`config.mk`:
```
export PLATFORM = sky130hd
export DESIGN_NAME = ehs_core
export DESIGN_NICKNAME = d
export VERILOG_FILES = /design/src/hdl/ehs_pkg.sv /design/src/hdl/ehs_fault_map.sv /design/src/hdl/ehs_core.sv
export SDC_FILE = /design/constraint.sdc
export NUM_CORES = 2
export LEC_CHECK = 0
export ABC_AREA = 0
export BUFFER_PORTS_ARGS = -buffer_cell sky130_fd_sc_hd__buf_2
export CAP_MARGIN = 10
export CORE_UTILIZATION = 50
export CTS_CLUSTER_SIZE = 28
export DETAILED_ROUTE_END_ITERATION = 8
export GPL_TIMING_DRIVEN = 0
export PLACE_DENSITY_LB_ADDON = 0.15
export SETUP_SLACK_MARGIN = 0.4
export SLEW_MARGIN = 20
export SYNTH_ARGS = -nofsm -noshare
export SYNTH_HDL_FRONTEND = slang
export SYNTH_SLANG_ARGS = --single-unit
export TNS_END_PERCENT = 5
```
`constraint.sdc`:
```
create_clock -name clk_sys -period 36 [get_ports clk_sys]
set_input_delay 5.4 -clock clk_sys [delete_from_list [all_inputs] [get_ports clk_sys]]
set_output_delay 5.4 -clock clk_sys [all_outputs]
set_load 0.02 [all_outputs]
```
`src/hdl/ehs_pkg.sv`:
```
`default_nettype none
package ehs_pkg;

  // ***************************************************************
  // Sizes
  // ***************************************************************
  localparam int unsigned N_CH     = 8;
  localparam int unsigned N_KIND   = 7;
  localparam int unsigned N_SRC    = 59;
  localparam int unsigned SRC_W    = 6;
  localparam int unsigned HIST_MAX = 17;
  localparam int unsigned CNT_W    = 5;

  // ***************************************************************
  // Object indices and sub-indices
  // ***************************************************************
  localparam logic [15:0] IDX_DEV_TYPE   = 16'h1000;
  localparam logic [15:0] IDX_ERR_REG    = 16'h1001;
  localparam logic [15:0] IDX_MAKER_STAT = 16'h1002;
  localparam logic [15:0] IDX_ERR_HIST   = 16'h1003;
  localparam logic [7:0]  SUB_COUNT      = 8'h00;
  localparam logic [7:0]  SUB_LAST       = 8'h11;

  // ***************************************************************
  // Reset values and field positions
  // ***************************************************************
  localparam logic [7:0]  ERR_REG_RESET  = 8'h00;
  localparam int unsigned GEN_ERR_BIT    = 0;
  localparam logic [15:0] ADDL_ANALOG_IN = 16'h0002;

  // ***************************************************************
  // Emergency codes and fault descriptions
  // ***************************************************************
  localparam logic [15:0] EMCY_RESET    = 16'h0000;
  localparam logic [15:0] EMCY_OVERRUN  = 16'h8110;
  localparam logic [15:0] EMCY_GUARD    = 16'h8130;
  localparam logic [15:0] EMCY_INPUT    = 16'hF001;
  localparam logic [15:0] EMCY_LIMIT    = 16'hF011;
  localparam logic [15:0] EMCY_DEVICE   = 16'hFF00;
  localparam logic [15:0] MS_LIFEGUARD  = 16'h1000;
  localparam logic [7:0]  DESC_OPEN     = 8'h02;
  localparam logic [7:0]  DESC_SHORT    = 8'h04;
  localparam logic [7:0]  DESC_MATH     = 8'h08;
  localparam logic [7:0]  DESC_LOW      = 8'h10;
  localparam logic [7:0]  DESC_HIGH     = 8'h20;
  localparam logic [7:0]  DESC_SHUT     = 8'h40;
  localparam logic [7:0]  DESC_FROZEN   = 8'h80;
  localparam logic [7:0]  DESC_HB       = 8'h80;

  // Sources 0..55 are channel*7+kind; the rest are node-wide
  localparam logic [5:0]  SRC_GUARD     = 6'h38;
  localparam logic [5:0]  SRC_HB        = 6'h39;
  localparam logic [5:0]  SRC_OVR       = 6'h3A;

  typedef enum logic [2:0] {
    KIND_OPEN   = 3'h0,
    KIND_SHORT  = 3'h1,
    KIND_LOW    = 3'h2,
    KIND_HIGH   = 3'h3,
    KIND_SHUT   = 3'h4,
    KIND_MATH   = 3'h5,
    KIND_FROZEN = 3'h6
  } ehs_kind_e;

endpackage : ehs_pkg
`default_nettype wire

```
`src/hdl/ehs_fault_map.sv`:
```
`timescale 1ns/100ps
`default_nettype none
module ehs_fault_map (
  input  wire logic [5:0]  src_idx,
  input  wire logic [7:0]  hb_node,
  output logic      [31:0] entry_word
);

  // ***************************************************************
  // Source number to history entry
  // ***************************************************************
  always_comb begin
    logic [5:0]       ch;
    ehs_pkg::ehs_kind_e kd;
    logic [7:0]       chan;
    ch         = src_idx / 6'h07;
    kd         = ehs_pkg::ehs_kind_e'(3'(src_idx % 6'h07));
    chan       = {2'h0, ch} + 8'h01;  // RQ14
    entry_word = 32'h0000_0000;
    if (src_idx == ehs_pkg::SRC_GUARD) begin
      entry_word = {ehs_pkg::MS_LIFEGUARD, ehs_pkg::EMCY_GUARD};  // RQ9
    end else if (src_idx == ehs_pkg::SRC_HB) begin
      entry_word = {ehs_pkg::DESC_HB, hb_node, ehs_pkg::EMCY_GUARD};  // RQ10
    end else if (src_idx == ehs_pkg::SRC_OVR) begin
      entry_word = {16'h0000, ehs_pkg::EMCY_OVERRUN};  // RQ15
    end else begin
      case (kd)  // RQ8
        ehs_pkg::KIND_OPEN:   entry_word = {ehs_pkg::DESC_OPEN, chan, ehs_pkg::EMCY_INPUT};  // RQ11
        ehs_pkg::KIND_SHORT:  entry_word = {ehs_pkg::DESC_SHORT, chan, ehs_pkg::EMCY_INPUT};  // RQ11
        ehs_pkg::KIND_LOW:    entry_word = {ehs_pkg::DESC_LOW, chan, ehs_pkg::EMCY_LIMIT};  // RQ12
        ehs_pkg::KIND_HIGH:   entry_word = {ehs_pkg::DESC_HIGH, chan, ehs_pkg::EMCY_LIMIT};  // RQ12
        ehs_pkg::KIND_SHUT:   entry_word = {ehs_pkg::DESC_SHUT, chan, ehs_pkg::EMCY_LIMIT};  // RQ12
        ehs_pkg::KIND_MATH:   entry_word = {ehs_pkg::DESC_MATH, chan, ehs_pkg::EMCY_DEVICE};  // RQ13
        ehs_pkg::KIND_FROZEN: entry_word = {ehs_pkg::DESC_FROZEN, chan, ehs_pkg::EMCY_DEVICE};  // RQ13
        default:              entry_word = 32'h0000_0000;
      endcase
    end
  end

endmodule : ehs_fault_map
`default_nettype wire

```
`src/hdl/ehs_core.sv`:
```
// Function
// RQ1: Any active error sets generic error bit.
// RQ2: Bit clears when no error; others zero.
// RQ3: New error inserted on top; removed on clear.
// RQ4: Newest at sub-index 1; sub 0 counts.
// RQ5: Writing zero to count empties list.
// RQ6: Emptying list leaves error bit alone.
// RQ7: At most seventeen entries; oldest dropped.
// RQ8: Entry: description, channel, emergency code.
// RQ9: Life guard timeout logs 0x1000, 0x8130.
// RQ10: Heartbeat miss logs 0x80, node, 0x8130.
// RQ11: Open/short circuit: 0xF001, 0x02/0x04.
// RQ12: Thresholds: 0xF011, 0x10/0x20/0x40.
// RQ13: Scanner faults: 0xFF00, 0x08/0x80.
// RQ14: Channel byte is input number 1..8.
// RQ15: Codes 0x0000 reset and 0x8110 overrun.
// RQ16: Device type halves; analog input flag.
// RQ17: Master invalidates PDO before remap, revalidates.
// RQ18: Master zeroes mapping count, edits, restores.
// RQ19: Middle removal closes gap, count drops.
`timescale 1ns/100ps
`default_nettype none
module ehs_core #(
  parameter logic [15:0] DT_GEN  = 16'h0ABC,  // Arbitrary profile value
  parameter logic [15:0] DT_ADDL = 16'h2002   // Arbitrary; bit 1 marks analog input
) (
  input  wire logic        clk_sys,
  input  wire logic        reset,
  input  wire logic        ce,
  input  wire logic [7:0]  flt_open,
  input  wire logic [7:0]  flt_short,
  input  wire logic [7:0]  thr_low,
  input  wire logic [7:0]  thr_high,
  input  wire logic [7:0]  thr_shut,
  input  wire logic [7:0]  calc_err,
  input  wire logic [7:0]  adc_frozen,
  input  wire logic        guard_timeout,
  input  wire logic        hb_missing,
  input  wire logic [7:0]  hb_node,
  input  wire logic        can_overrun,
  input  wire logic        od_req,
  input  wire logic        od_write,
  input  wire logic [15:0] od_index,
  input  wire logic [7:0]  od_subindex,
  input  wire logic [31:0] od_wdata,
  output logic             od_ack_q,
  output logic             od_abort_q,
  output logic      [31:0] od_rdata_q,
  output logic      [7:0]  err_reg_q,
  output logic             emcy_strobe_q,
  output logic      [31:0] emcy_word_q
);

  localparam int unsigned NS = ehs_pkg::N_SRC;
  localparam int unsigned HM = ehs_pkg::HIST_MAX;

  // ***************************************************************
  // Helpers
  // ***************************************************************
  function automatic logic [6:0] pick_first(input logic [NS-1:0] v);
    logic [6:0] r;
    r = 7'h00;
    for (int i = NS - 1; i >= 0; i--) begin
      if (v[i]) begin
        r = {1'b1, 6'(i)};
      end
    end
    return r;
  endfunction : pick_first

  // ***************************************************************
  // Error conditions
  // ***************************************************************
  logic [NS-1:0] cond;
  logic          any_err;

  always_comb begin
    cond = '0;
    for (int c = 0; c < ehs_pkg::N_CH; c++) begin
      cond[c*7+0] = flt_open[c];
      cond[c*7+1] = flt_short[c];
      cond[c*7+2] = thr_low[c];
      cond[c*7+3] = thr_high[c];
      cond[c*7+4] = thr_shut[c];
      cond[c*7+5] = calc_err[c];
      cond[c*7+6] = adc_frozen[c];
    end
    cond[ehs_pkg::SRC_GUARD] = guard_timeout;
    cond[ehs_pkg::SRC_HB]    = hb_missing;
    cond[ehs_pkg::SRC_OVR]   = can_overrun;
    any_err = |cond;
  end

  // ***************************************************************
  // History list state
  // ***************************************************************
  logic [31:0]              ent_q [HM];
  logic [31:0]              ent_d [HM];
  logic [5:0]               src_q [HM];
  logic [5:0]               src_d [HM];
  logic [ehs_pkg::CNT_W-1:0] cnt_q, cnt_d;
  logic [NS-1:0]            seen_q, seen_d;
  logic                     emcy_strobe_d;
  logic [31:0]              emcy_word_d;
  logic                     list_clr;
  logic [6:0]               fall_pick, rise_pick;
  logic [31:0]              new_word;
  logic                     do_rem, do_ins;

  // A condition is handled once: a fall removes, a rise inserts, one per cycle
  assign fall_pick = pick_first(seen_q & ~cond);
  assign rise_pick = pick_first(cond & ~seen_q);
  // A clear stalls event handling for a cycle rather than dropping the event
  assign do_rem    = !list_clr && fall_pick[6];
  assign do_ins    = !list_clr && !fall_pick[6] && rise_pick[6];

  ehs_fault_map u_map (
    .src_idx    (rise_pick[5:0]),
    .hb_node    (hb_node),
    .entry_word (new_word)
  );

  always_comb begin
    logic                     hit;
    logic [ehs_pkg::CNT_W-1:0] pos;
    hit           = 1'b0;
    pos           = '0;
    ent_d         = ent_q;
    src_d         = src_q;
    cnt_d         = cnt_q;
    seen_d        = seen_q;
    emcy_strobe_d = 1'b0;
    emcy_word_d   = emcy_word_q;
    for (int i = 0; i < HM; i++) begin
      if (!hit && (5'(i) < cnt_q) && (src_q[i] == fall_pick[5:0])) begin
        hit = 1'b1;
        pos = 5'(i);
      end
    end
    if (list_clr) begin
      cnt_d = '0;  // RQ5
      for (int i = 0; i < HM; i++) begin
        ent_d[i] = 32'h0000_0000;
      end
    end else if (do_rem) begin
      seen_d[fall_pick[5:0]] = 1'b0;  // RQ3
      if (hit) begin
        for (int i = 0; i < HM - 1; i++) begin
          if (5'(i) >= pos) begin
            ent_d[i] = ent_q[i+1];  // RQ19
            src_d[i] = src_q[i+1];
          end
        end
        ent_d[HM-1] = 32'h0000_0000;
        cnt_d       = cnt_q - 5'h01;  // RQ19
      end
      if (seen_d == '0) begin
        emcy_strobe_d = 1'b1;
        emcy_word_d   = {16'h0000, ehs_pkg::EMCY_RESET};  // RQ15
      end
    end else if (do_ins) begin
      seen_d[rise_pick[5:0]] = 1'b1;
      for (int i = HM - 1; i > 0; i--) begin
        ent_d[i] = ent_q[i-1];  // RQ7
        src_d[i] = src_q[i-1];
      end
      ent_d[0]      = new_word;  // RQ3 RQ4
      src_d[0]      = rise_pick[5:0];
      cnt_d         = (cnt_q == 5'(HM)) ? cnt_q : cnt_q + 5'h01;  // RQ7
      emcy_strobe_d = 1'b1;
      emcy_word_d   = new_word;
    end
  end

  always_ff @(posedge clk_sys or posedge reset) begin
    if (reset) begin
      for (int i = 0; i < HM; i++) begin
        ent_q[i] <= 32'h0000_0000;
        src_q[i] <= 6'h00;
      end
      cnt_q         <= '0;
      seen_q        <= '0;
      emcy_strobe_q <= 1'b0;
      emcy_word_q   <= 32'h0000_0000;
    end else if (ce) begin
      ent_q         <= ent_d;
      src_q         <= src_d;
      cnt_q         <= cnt_d;
      seen_q        <= seen_d;
      emcy_strobe_q <= emcy_strobe_d;
      emcy_word_q   <= emcy_word_d;
    end
  end

  // ***************************************************************
  // Object access
  // ***************************************************************
  logic        od_ack_d, od_abort_d;
  logic [31:0] od_rdata_d;
  logic [7:0]  err_reg_d;

  always_comb begin
    logic [4:0] sel;
    sel        = 5'(od_subindex - 8'h01);
    od_ack_d   = od_req;
    od_abort_d = 1'b0;
    od_rdata_d = 32'h0000_0000;
    list_clr   = 1'b0;
    // Tracks live conditions, so a list clear never hides an active fault
    err_reg_d  = ehs_pkg::ERR_REG_RESET;  // RQ2
    err_reg_d[ehs_pkg::GEN_ERR_BIT] = any_err;  // RQ1 RQ6
    if (od_req) begin
      case (od_index)
        ehs_pkg::IDX_DEV_TYPE: begin
          if (od_write || od_subindex != 8'h00) begin
            od_abort_d = 1'b1;
          end else begin
            od_rdata_d = {DT_ADDL | ehs_pkg::ADDL_ANALOG_IN, DT_GEN};  // RQ16
          end
        end
        ehs_pkg::IDX_ERR_REG: begin
          if (od_write || od_subindex != 8'h00) begin
            od_abort_d = 1'b1;
          end else begin
            od_rdata_d = {24'h00_0000, err_reg_q};  // RQ2
          end
        end
        ehs_pkg::IDX_MAKER_STAT: begin
          if (od_write || od_subindex != 8'h00) begin
            od_abort_d = 1'b1;
          end else begin
            od_rdata_d = {25'h000_0000, fall_pick[6], rise_pick[6], cnt_q};
          end
        end
        ehs_pkg::IDX_ERR_HIST: begin
          if (od_subindex == ehs_pkg::SUB_COUNT) begin
            if (od_write) begin
              // Only zero is a legal count write
              list_clr   = (od_wdata == 32'h0000_0000);  // RQ5
              od_abort_d = !list_clr;
            end else begin
              od_rdata_d = {27'h000_0000, cnt_q};  // RQ4
            end
          end else if (od_subindex <= ehs_pkg::SUB_LAST && !od_write) begin
            od_rdata_d = (sel < cnt_q) ? ent_q[sel] : 32'h0000_0000;  // RQ4
          end else begin
            od_abort_d = 1'b1;
          end
        end
        default: od_abort_d = 1'b1;
      endcase
    end
  end

  always_ff @(posedge clk_sys or posedge reset) begin
    if (reset) begin
      od_ack_q   <= 1'b0;
      od_abort_q <= 1'b0;
      od_rdata_q <= 32'h0000_0000;
      err_reg_q  <= ehs_pkg::ERR_REG_RESET;
    end else if (ce) begin
      od_ack_q   <= od_ack_d;
      od_abort_q <= od_abort_d;
      od_rdata_q <= od_rdata_d;
      err_reg_q  <= err_reg_d;
    end
  end
endmodule : ehs_core
`default_nettype wire

```
### Word-level counts from Yosys, hierarchy flattened

Index checks and enable logic that the tools add are counted.

* register bits after elaboration: 778
* output and inout port bits: 75

* add/subtract/negate cells: 4
* divide/modulo/power cells: 2
* $lt $le $gt $ge: 40
* eq/ne operators: 67
* muxes and demuxes: 234
* bitwise operators: 10
* reduce and logical (&&, ||, !) cells: 106

Operators with widths (number)
* 544-bit 2-to-1 mux: 4
* 32-bit 2-to-1 mux: 28
* 7-bit 2-to-1 mux: 119
* 32-bit case mux with 7 select lines: 1
* 96-bit 2-to-1 mux: 2
* 59-bit AND: 3
* 59-bit NOT: 3
* 32-bit binary-select mux with 5-bit select: 1
* 32-bit case mux with 4 select lines: 1
* 59-bit 2-to-1 mux: 2
* 5-bit 2-to-1 mux: 21
* 6-bit == test: 17
* 102-bit 2-to-1 mux: 1
* 6-bit 2-to-1 mux: 16
* 5-bit AND reduction: 16
* 4-bit AND reduction: 19
* 16-bit by 13-bit == test with 1-bit output (second input constant): 4
* 59-bit logical NOT: 1
* 59-bit OR: 1
* 59-bit OR reduction: 1
* 3-bit by 2-bit != test with 1-bit output (second input constant): 17
* 4-bit by 5-bit greater-or-equal comparator with 1-bit output (first input constant): 8
* 4-bit by 5-bit < comparator with 1-bit output (first input constant): 8
* 1-bit logical AND: 39
* 40 further kinds: 130

### Logic depth before layout (Yosys ltp)

* depth after elaboration: 133
* gate-level depth with buffers: 21
* mapped depth without buffers: 20

### By module

From an unflattened synthesis, not the netlist that was laid out.

* cell total of the unflattened synthesis: 5055
* area, all modules: 48512.8 µm²

By module, submodules not included
* ehs_core: instances 1, cells an instance 4927, area an instance 47621.9 µm², sequential area each 19468.7 µm²
* ehs_fault_map: instances 1, cells an instance 128, area an instance 890.9 µm², sequential area each 0.0 µm²

### Least setup slack after synthesis

No wires, ideal clock.

* path kind: input to register
* from: input calc_err[2]
* to: register emcy_word_q[16]
* arrival time: 9.573 ns
* slack: 26.302 ns
* stages: 18
* cell sequence: nor2b_1 > a2111oi_0 > nand4_1 > nor2_1 > nand2_1 > or3_1 > a221oi_1 > ha_1 > a211oi_2 > mux2_2 > ha_1 > inv_1 > nor2_1 > a22oi_1 > o21ai_1 > nor2_1 > a22o_1 > mux2_2

* cells in the longest elaborated chain, start to end: 31
* elaborated cells on any way between the ends: 77

RTL lines
* from (decl): line ehs_core.sv:35 `input wire logic [7:0] calc_err,`
* parallel branches: the longest is 31 deep, another holds 59-bit AND
* to (signal assigned): line ehs_core.sv:191 `emcy_word_q <= emcy_word_d;`
* to (decl): line ehs_core.sv:51 `output logic [31:0] emcy_word_q`

Parallel ways; which one is timed is not known. The select of a mux whose other input is x is not followed.
A chain may end at the register's enable or synchronous reset.

### Worst setup path in the final report

* from: input od_subindex[0]
* to: register emcy_word_q[0]

* cells in the longest elaborated chain, start to end: 9
* elaborated cells on any way between the ends: 13

RTL lines
* from (decl): line ehs_core.sv:44 `input wire logic [7:0] od_subindex,`
* 8-bit logical NOT (*): line ehs_core.sv:236 `if (od_subindex == ehs_pkg::SUB_COUNT) begin`
* 1-bit 2-to-1 mux (*): line ehs_core.sv:236
* 1-bit 2-to-1 mux (*): line ehs_core.sv:213 `case (od_index)`
* 1-bit 2-to-1 mux (*): line ehs_core.sv:212 `if (od_req) begin`
* 1-bit logical NOT: line ehs_core.sv:114, ehs_core.sv:115
* 1-bit logical AND (2 in series): line ehs_core.sv:115 `assign do_ins = !list_clr && !fall_pick[6] && rise_pick[6];`
* 2-bit nonzero test (no source line)
* 4-bit AND reduction (no source line)

Every way passes the cells marked *; elsewhere a longest branch is shown, timed or not.

==> flow_summary.yaml <==
clock_network:
  clkTransAtPathRegs_ns: 0.06
  cts_tree: "done"
  cts_made_buffers: 88
  htree_levels: 3
  root_buffer: "clkbuf_16"
  cts_hold_buf: 0
  ctsLongestPathBuffers: 3
  cts_setup_buffers: 0
  cts_resized: 0
  clock_sinks: 768
  clk_latency_ns: 0.69
layout:
  area_growth_pct: 12.6
  final_cell_area_sq_um: 52600
  fillers: 8123
  seq_area_sq_um: 19200
  multi_input_comb_area_sq_um: 25600
  fin_nets: 5163
  drive_gt1_frac: 0.159
grt:
  track_usage: 0.395
  antenna_found_initial: 10
  first_global_vias: 40000
  grt_pass1_wl_mm: 274
  grt_max_degree: 103
  met1_usage: 0.574
  grt-ovfl-total: 0
  gr-usage-met3: 0.0994
  top_usage_layer: "met1"
  grt_util_met2: 0.559
logic_synthesis:
  synth-async-reset-ratio: 1.00
  synth_edf_count: 0
  yosysTopAreaCellShare: 0.412
  synth_xor_area_frac: 0.00845
  synthTopCellsByArea: "dfrtp_1 (41%), mux2i_1 (8.7%), mux4_2 (7.7%)"
  synthMuxAreaShare: 0.192
  yosysSeqAreaShare: 0.412
  yosys.area.top_type: "dfrtp_1"
  synth_flop_cell: "dfrtp_1"
  synth_fa_ha_area_frac: 0.00349
  ys_ff_latch: 768
  syn_area_sq_um: 46700
  avgSynthCellArea_sq_um: 9.89
  synthCells: 4721
  yosysWarnings: 0
  synth_top_family_by_area: "compound AO/OA/AOI/OAI gates"
  synth_compound_area_frac: 0.196
  synthSimpleGateAreaFrac: 0.147
  synth_cell_types: 107
detailed_routing:
  antenna_left: 0
  drtIter0Drc: 5702
  avgRoutedWirePerCell_microns: 29.5
  vias: 42100
  route.detailed.drc: 0
  viasPerCell: 6.65
  wl_mm: 187
  drtPass1Iterations: 8
floorplan:
  die_area_sq_um: 94600
  fp.dieW_microns: 308
  die-height_microns: 308
  design.core.area_sq_um: 92100
  initial_core_util: 0.507
  ios: 203
  rows: 111
job:
  cap_violations: 0
placement:
  place_area_sq_um: 49500
  dpl.hpwl_mm: 146
  port_buffers: 189
  gp_congestion: 1.04
setup_path:
  start_kind: "input pin"
  reg2reg_slack_ns: 28.80
  crit_path_end_kind: "flop"
  critPathArrivalTime_ns: 12.75
  cp_max_fo: 10
  crit_type: "in -> reg"
  required_ns: 36.54
timing:
  drv_slew: 0
  clock_skew_ns: 0.0416
  setup_violations: 0
  final_hold_viol_count: 0
  rsz0062_at_grt: "false"
  max_slew_margin: 0.162
  fin_crit_ns: 12.21
  tightest_slew_ns: 1.26
  finalCritPeriodShare: 0.339
  setup_tns_ns: 0
  fmax_mhz: 81.9
power:
  power_density_nw_per_um2: 84.6
  power_mw: 4.45
  leakage_nw: 22.3
  ir_drop_mv: 0.0644
worst_hold_path:
  hold_class: "reg -> reg"
outcome:
  outcome: "finished clean"
==> per-layer routing <==
layer,wire (microns),vias up
met4,8300,4
met1,79400,20900
met2,77400,2472
li1,-,18300
met5,28,-
met3,21800,397
==> worst max-delay path: stages <==
cell and delay [ns]:
buf_2 0.09, clkbuf_1 0.31, clkbuf_1 0.82, buf_2 0.63
inv_1 0.28, ha_1 0.27, nor4b_1 0.19, nand3_1 0.11
nor3_1 0.09, and2_1 0.24, clkbuf_1 0.26, nor2_1 0.80
o21ai_2 0.49, a21oi_1 0.25, o2111ai_1 0.13, nor4_1 0.32
nand4_1 0.15, nor4_1 0.75, a21oi_1 0.46, buf_2 0.38
mux2_2 0.31
==> path summary, 6_finish.rpt <==
kind	startpoint	endpoint	cells after the start
worst min-delay path	emcy_word_q[8]$_DFFE_PP0P_	emcy_word_q[8]$_DFFE_PP0P_	1
worst min register to register	emcy_word_q[8]$_DFFE_PP0P_	emcy_word_q[8]$_DFFE_PP0P_	1
min in group asynchronous	reset	od_rdata_q[11]$_DFFE_PP0P_	2
worst max register to register	seen_q[14]$_DFFE_PP0P_	emcy_word_q[0]$_DFFE_PP0P_	16
worst max-delay path	od_subindex[0]	emcy_word_q[0]$_DFFE_PP0P_	21
max in group asynchronous	reset	emcy_word_q[27]$_DFFE_PP0P_	5
==> synth_stat cells, drive strengths merged, types with 63 or more instances <==
cell / instances
dfrtp: 768
nand2: 716
mux2i: 404
a21oi: 282
o31ai: 274
o21ai: 232
clkbuf: 227
nor2: 178
mux4: 159
buf: 154
o2bb2ai: 131
mux2: 118
nand2b: 103
a22oi: 75
nor2b: 74
inv: 73
nand3: 63
==> cell families (layout without fill, tap and decap cells) <==
family,after synthesis,in the layout
multiplexers,681,681
AO/OA/AOI/OAI,1326,1326
XOR/XNOR,45,45
buffers and inverters,454,812
other,1,14
adder cells (fa/ha/maj),13,13
flip-flops,768,768
AND/OR/NAND/NOR,1433,1433
==> state kept, by name (all words and copies together), names as in the netlist <==
register       flops
ent_q            544
emcy_strobe_q      1
od_ack_q           1
err_reg_q          1
seen_q            59
src_q            102
cnt_q              5
emcy_word_q       22
od_abort_q         1
od_rdata_q        32
==> cell type report <==
class                   instances  area share
repair buffers                199      0.0227
diodes                          1   0.0000476
plain buffers                 381      0.0317
flip-flops and latches        768       0.366
clock buffers                 132      0.0502
inverters                      73     0.00536
clock inverters                27     0.00754
multi-input cells            3511       0.487
well taps                    1243      0.0296
==> layout by cell type (no fill, tap or decap), types with 72 or more instances in the layout <==
cell type | Yosys | final
inv_1 | 73 | 72
nand2b_1 | 103 | 103
a21oi_1 | 280 | 280
mux2i_1 | 404 | 404
dfrtp_1 | 768 | 768
nand2_1 | 716 | 716
mux4_2 | 159 | 159
clkbuf_16 | 0 | 89
o21ai_0 | 192 | 192
o2bb2ai_1 | 131 | 131
a22oi_1 | 75 | 75
o31ai_1 | 271 | 271
mux2_2 | 104 | 104
buf_2 | 91 | 283
nor2_1 | 176 | 176
clkbuf_1 | 226 | 240
==> power breakdown <==
| group | internal, mW | leakage, nW | switching (mW) |
|---|---|---|---|
| Sequential | 0.978 | 10.5 | 0.180 |
| Combinational | 0.699 | 10.4 | 1.64 |
| Clock | 0.552 | 1.48 | 0.394 |
| Total | 2.23 | 22.3 | 2.22 |
==> through the flow <==
step,utilization,worst slack (ns),instances,hold slack [ns]
finish,0.571,23.79,6335,0.477
global route,0.571,23.62,6334,0.500
CTS,0.571,24.04,6333,0.483
detailed placement,0.538,23.33,6174,0.469
global placement,0.534,0.0108,6165,0.460
floorplan,-,9.04,4733,0.462
Power figures use the tool's default switching activity.
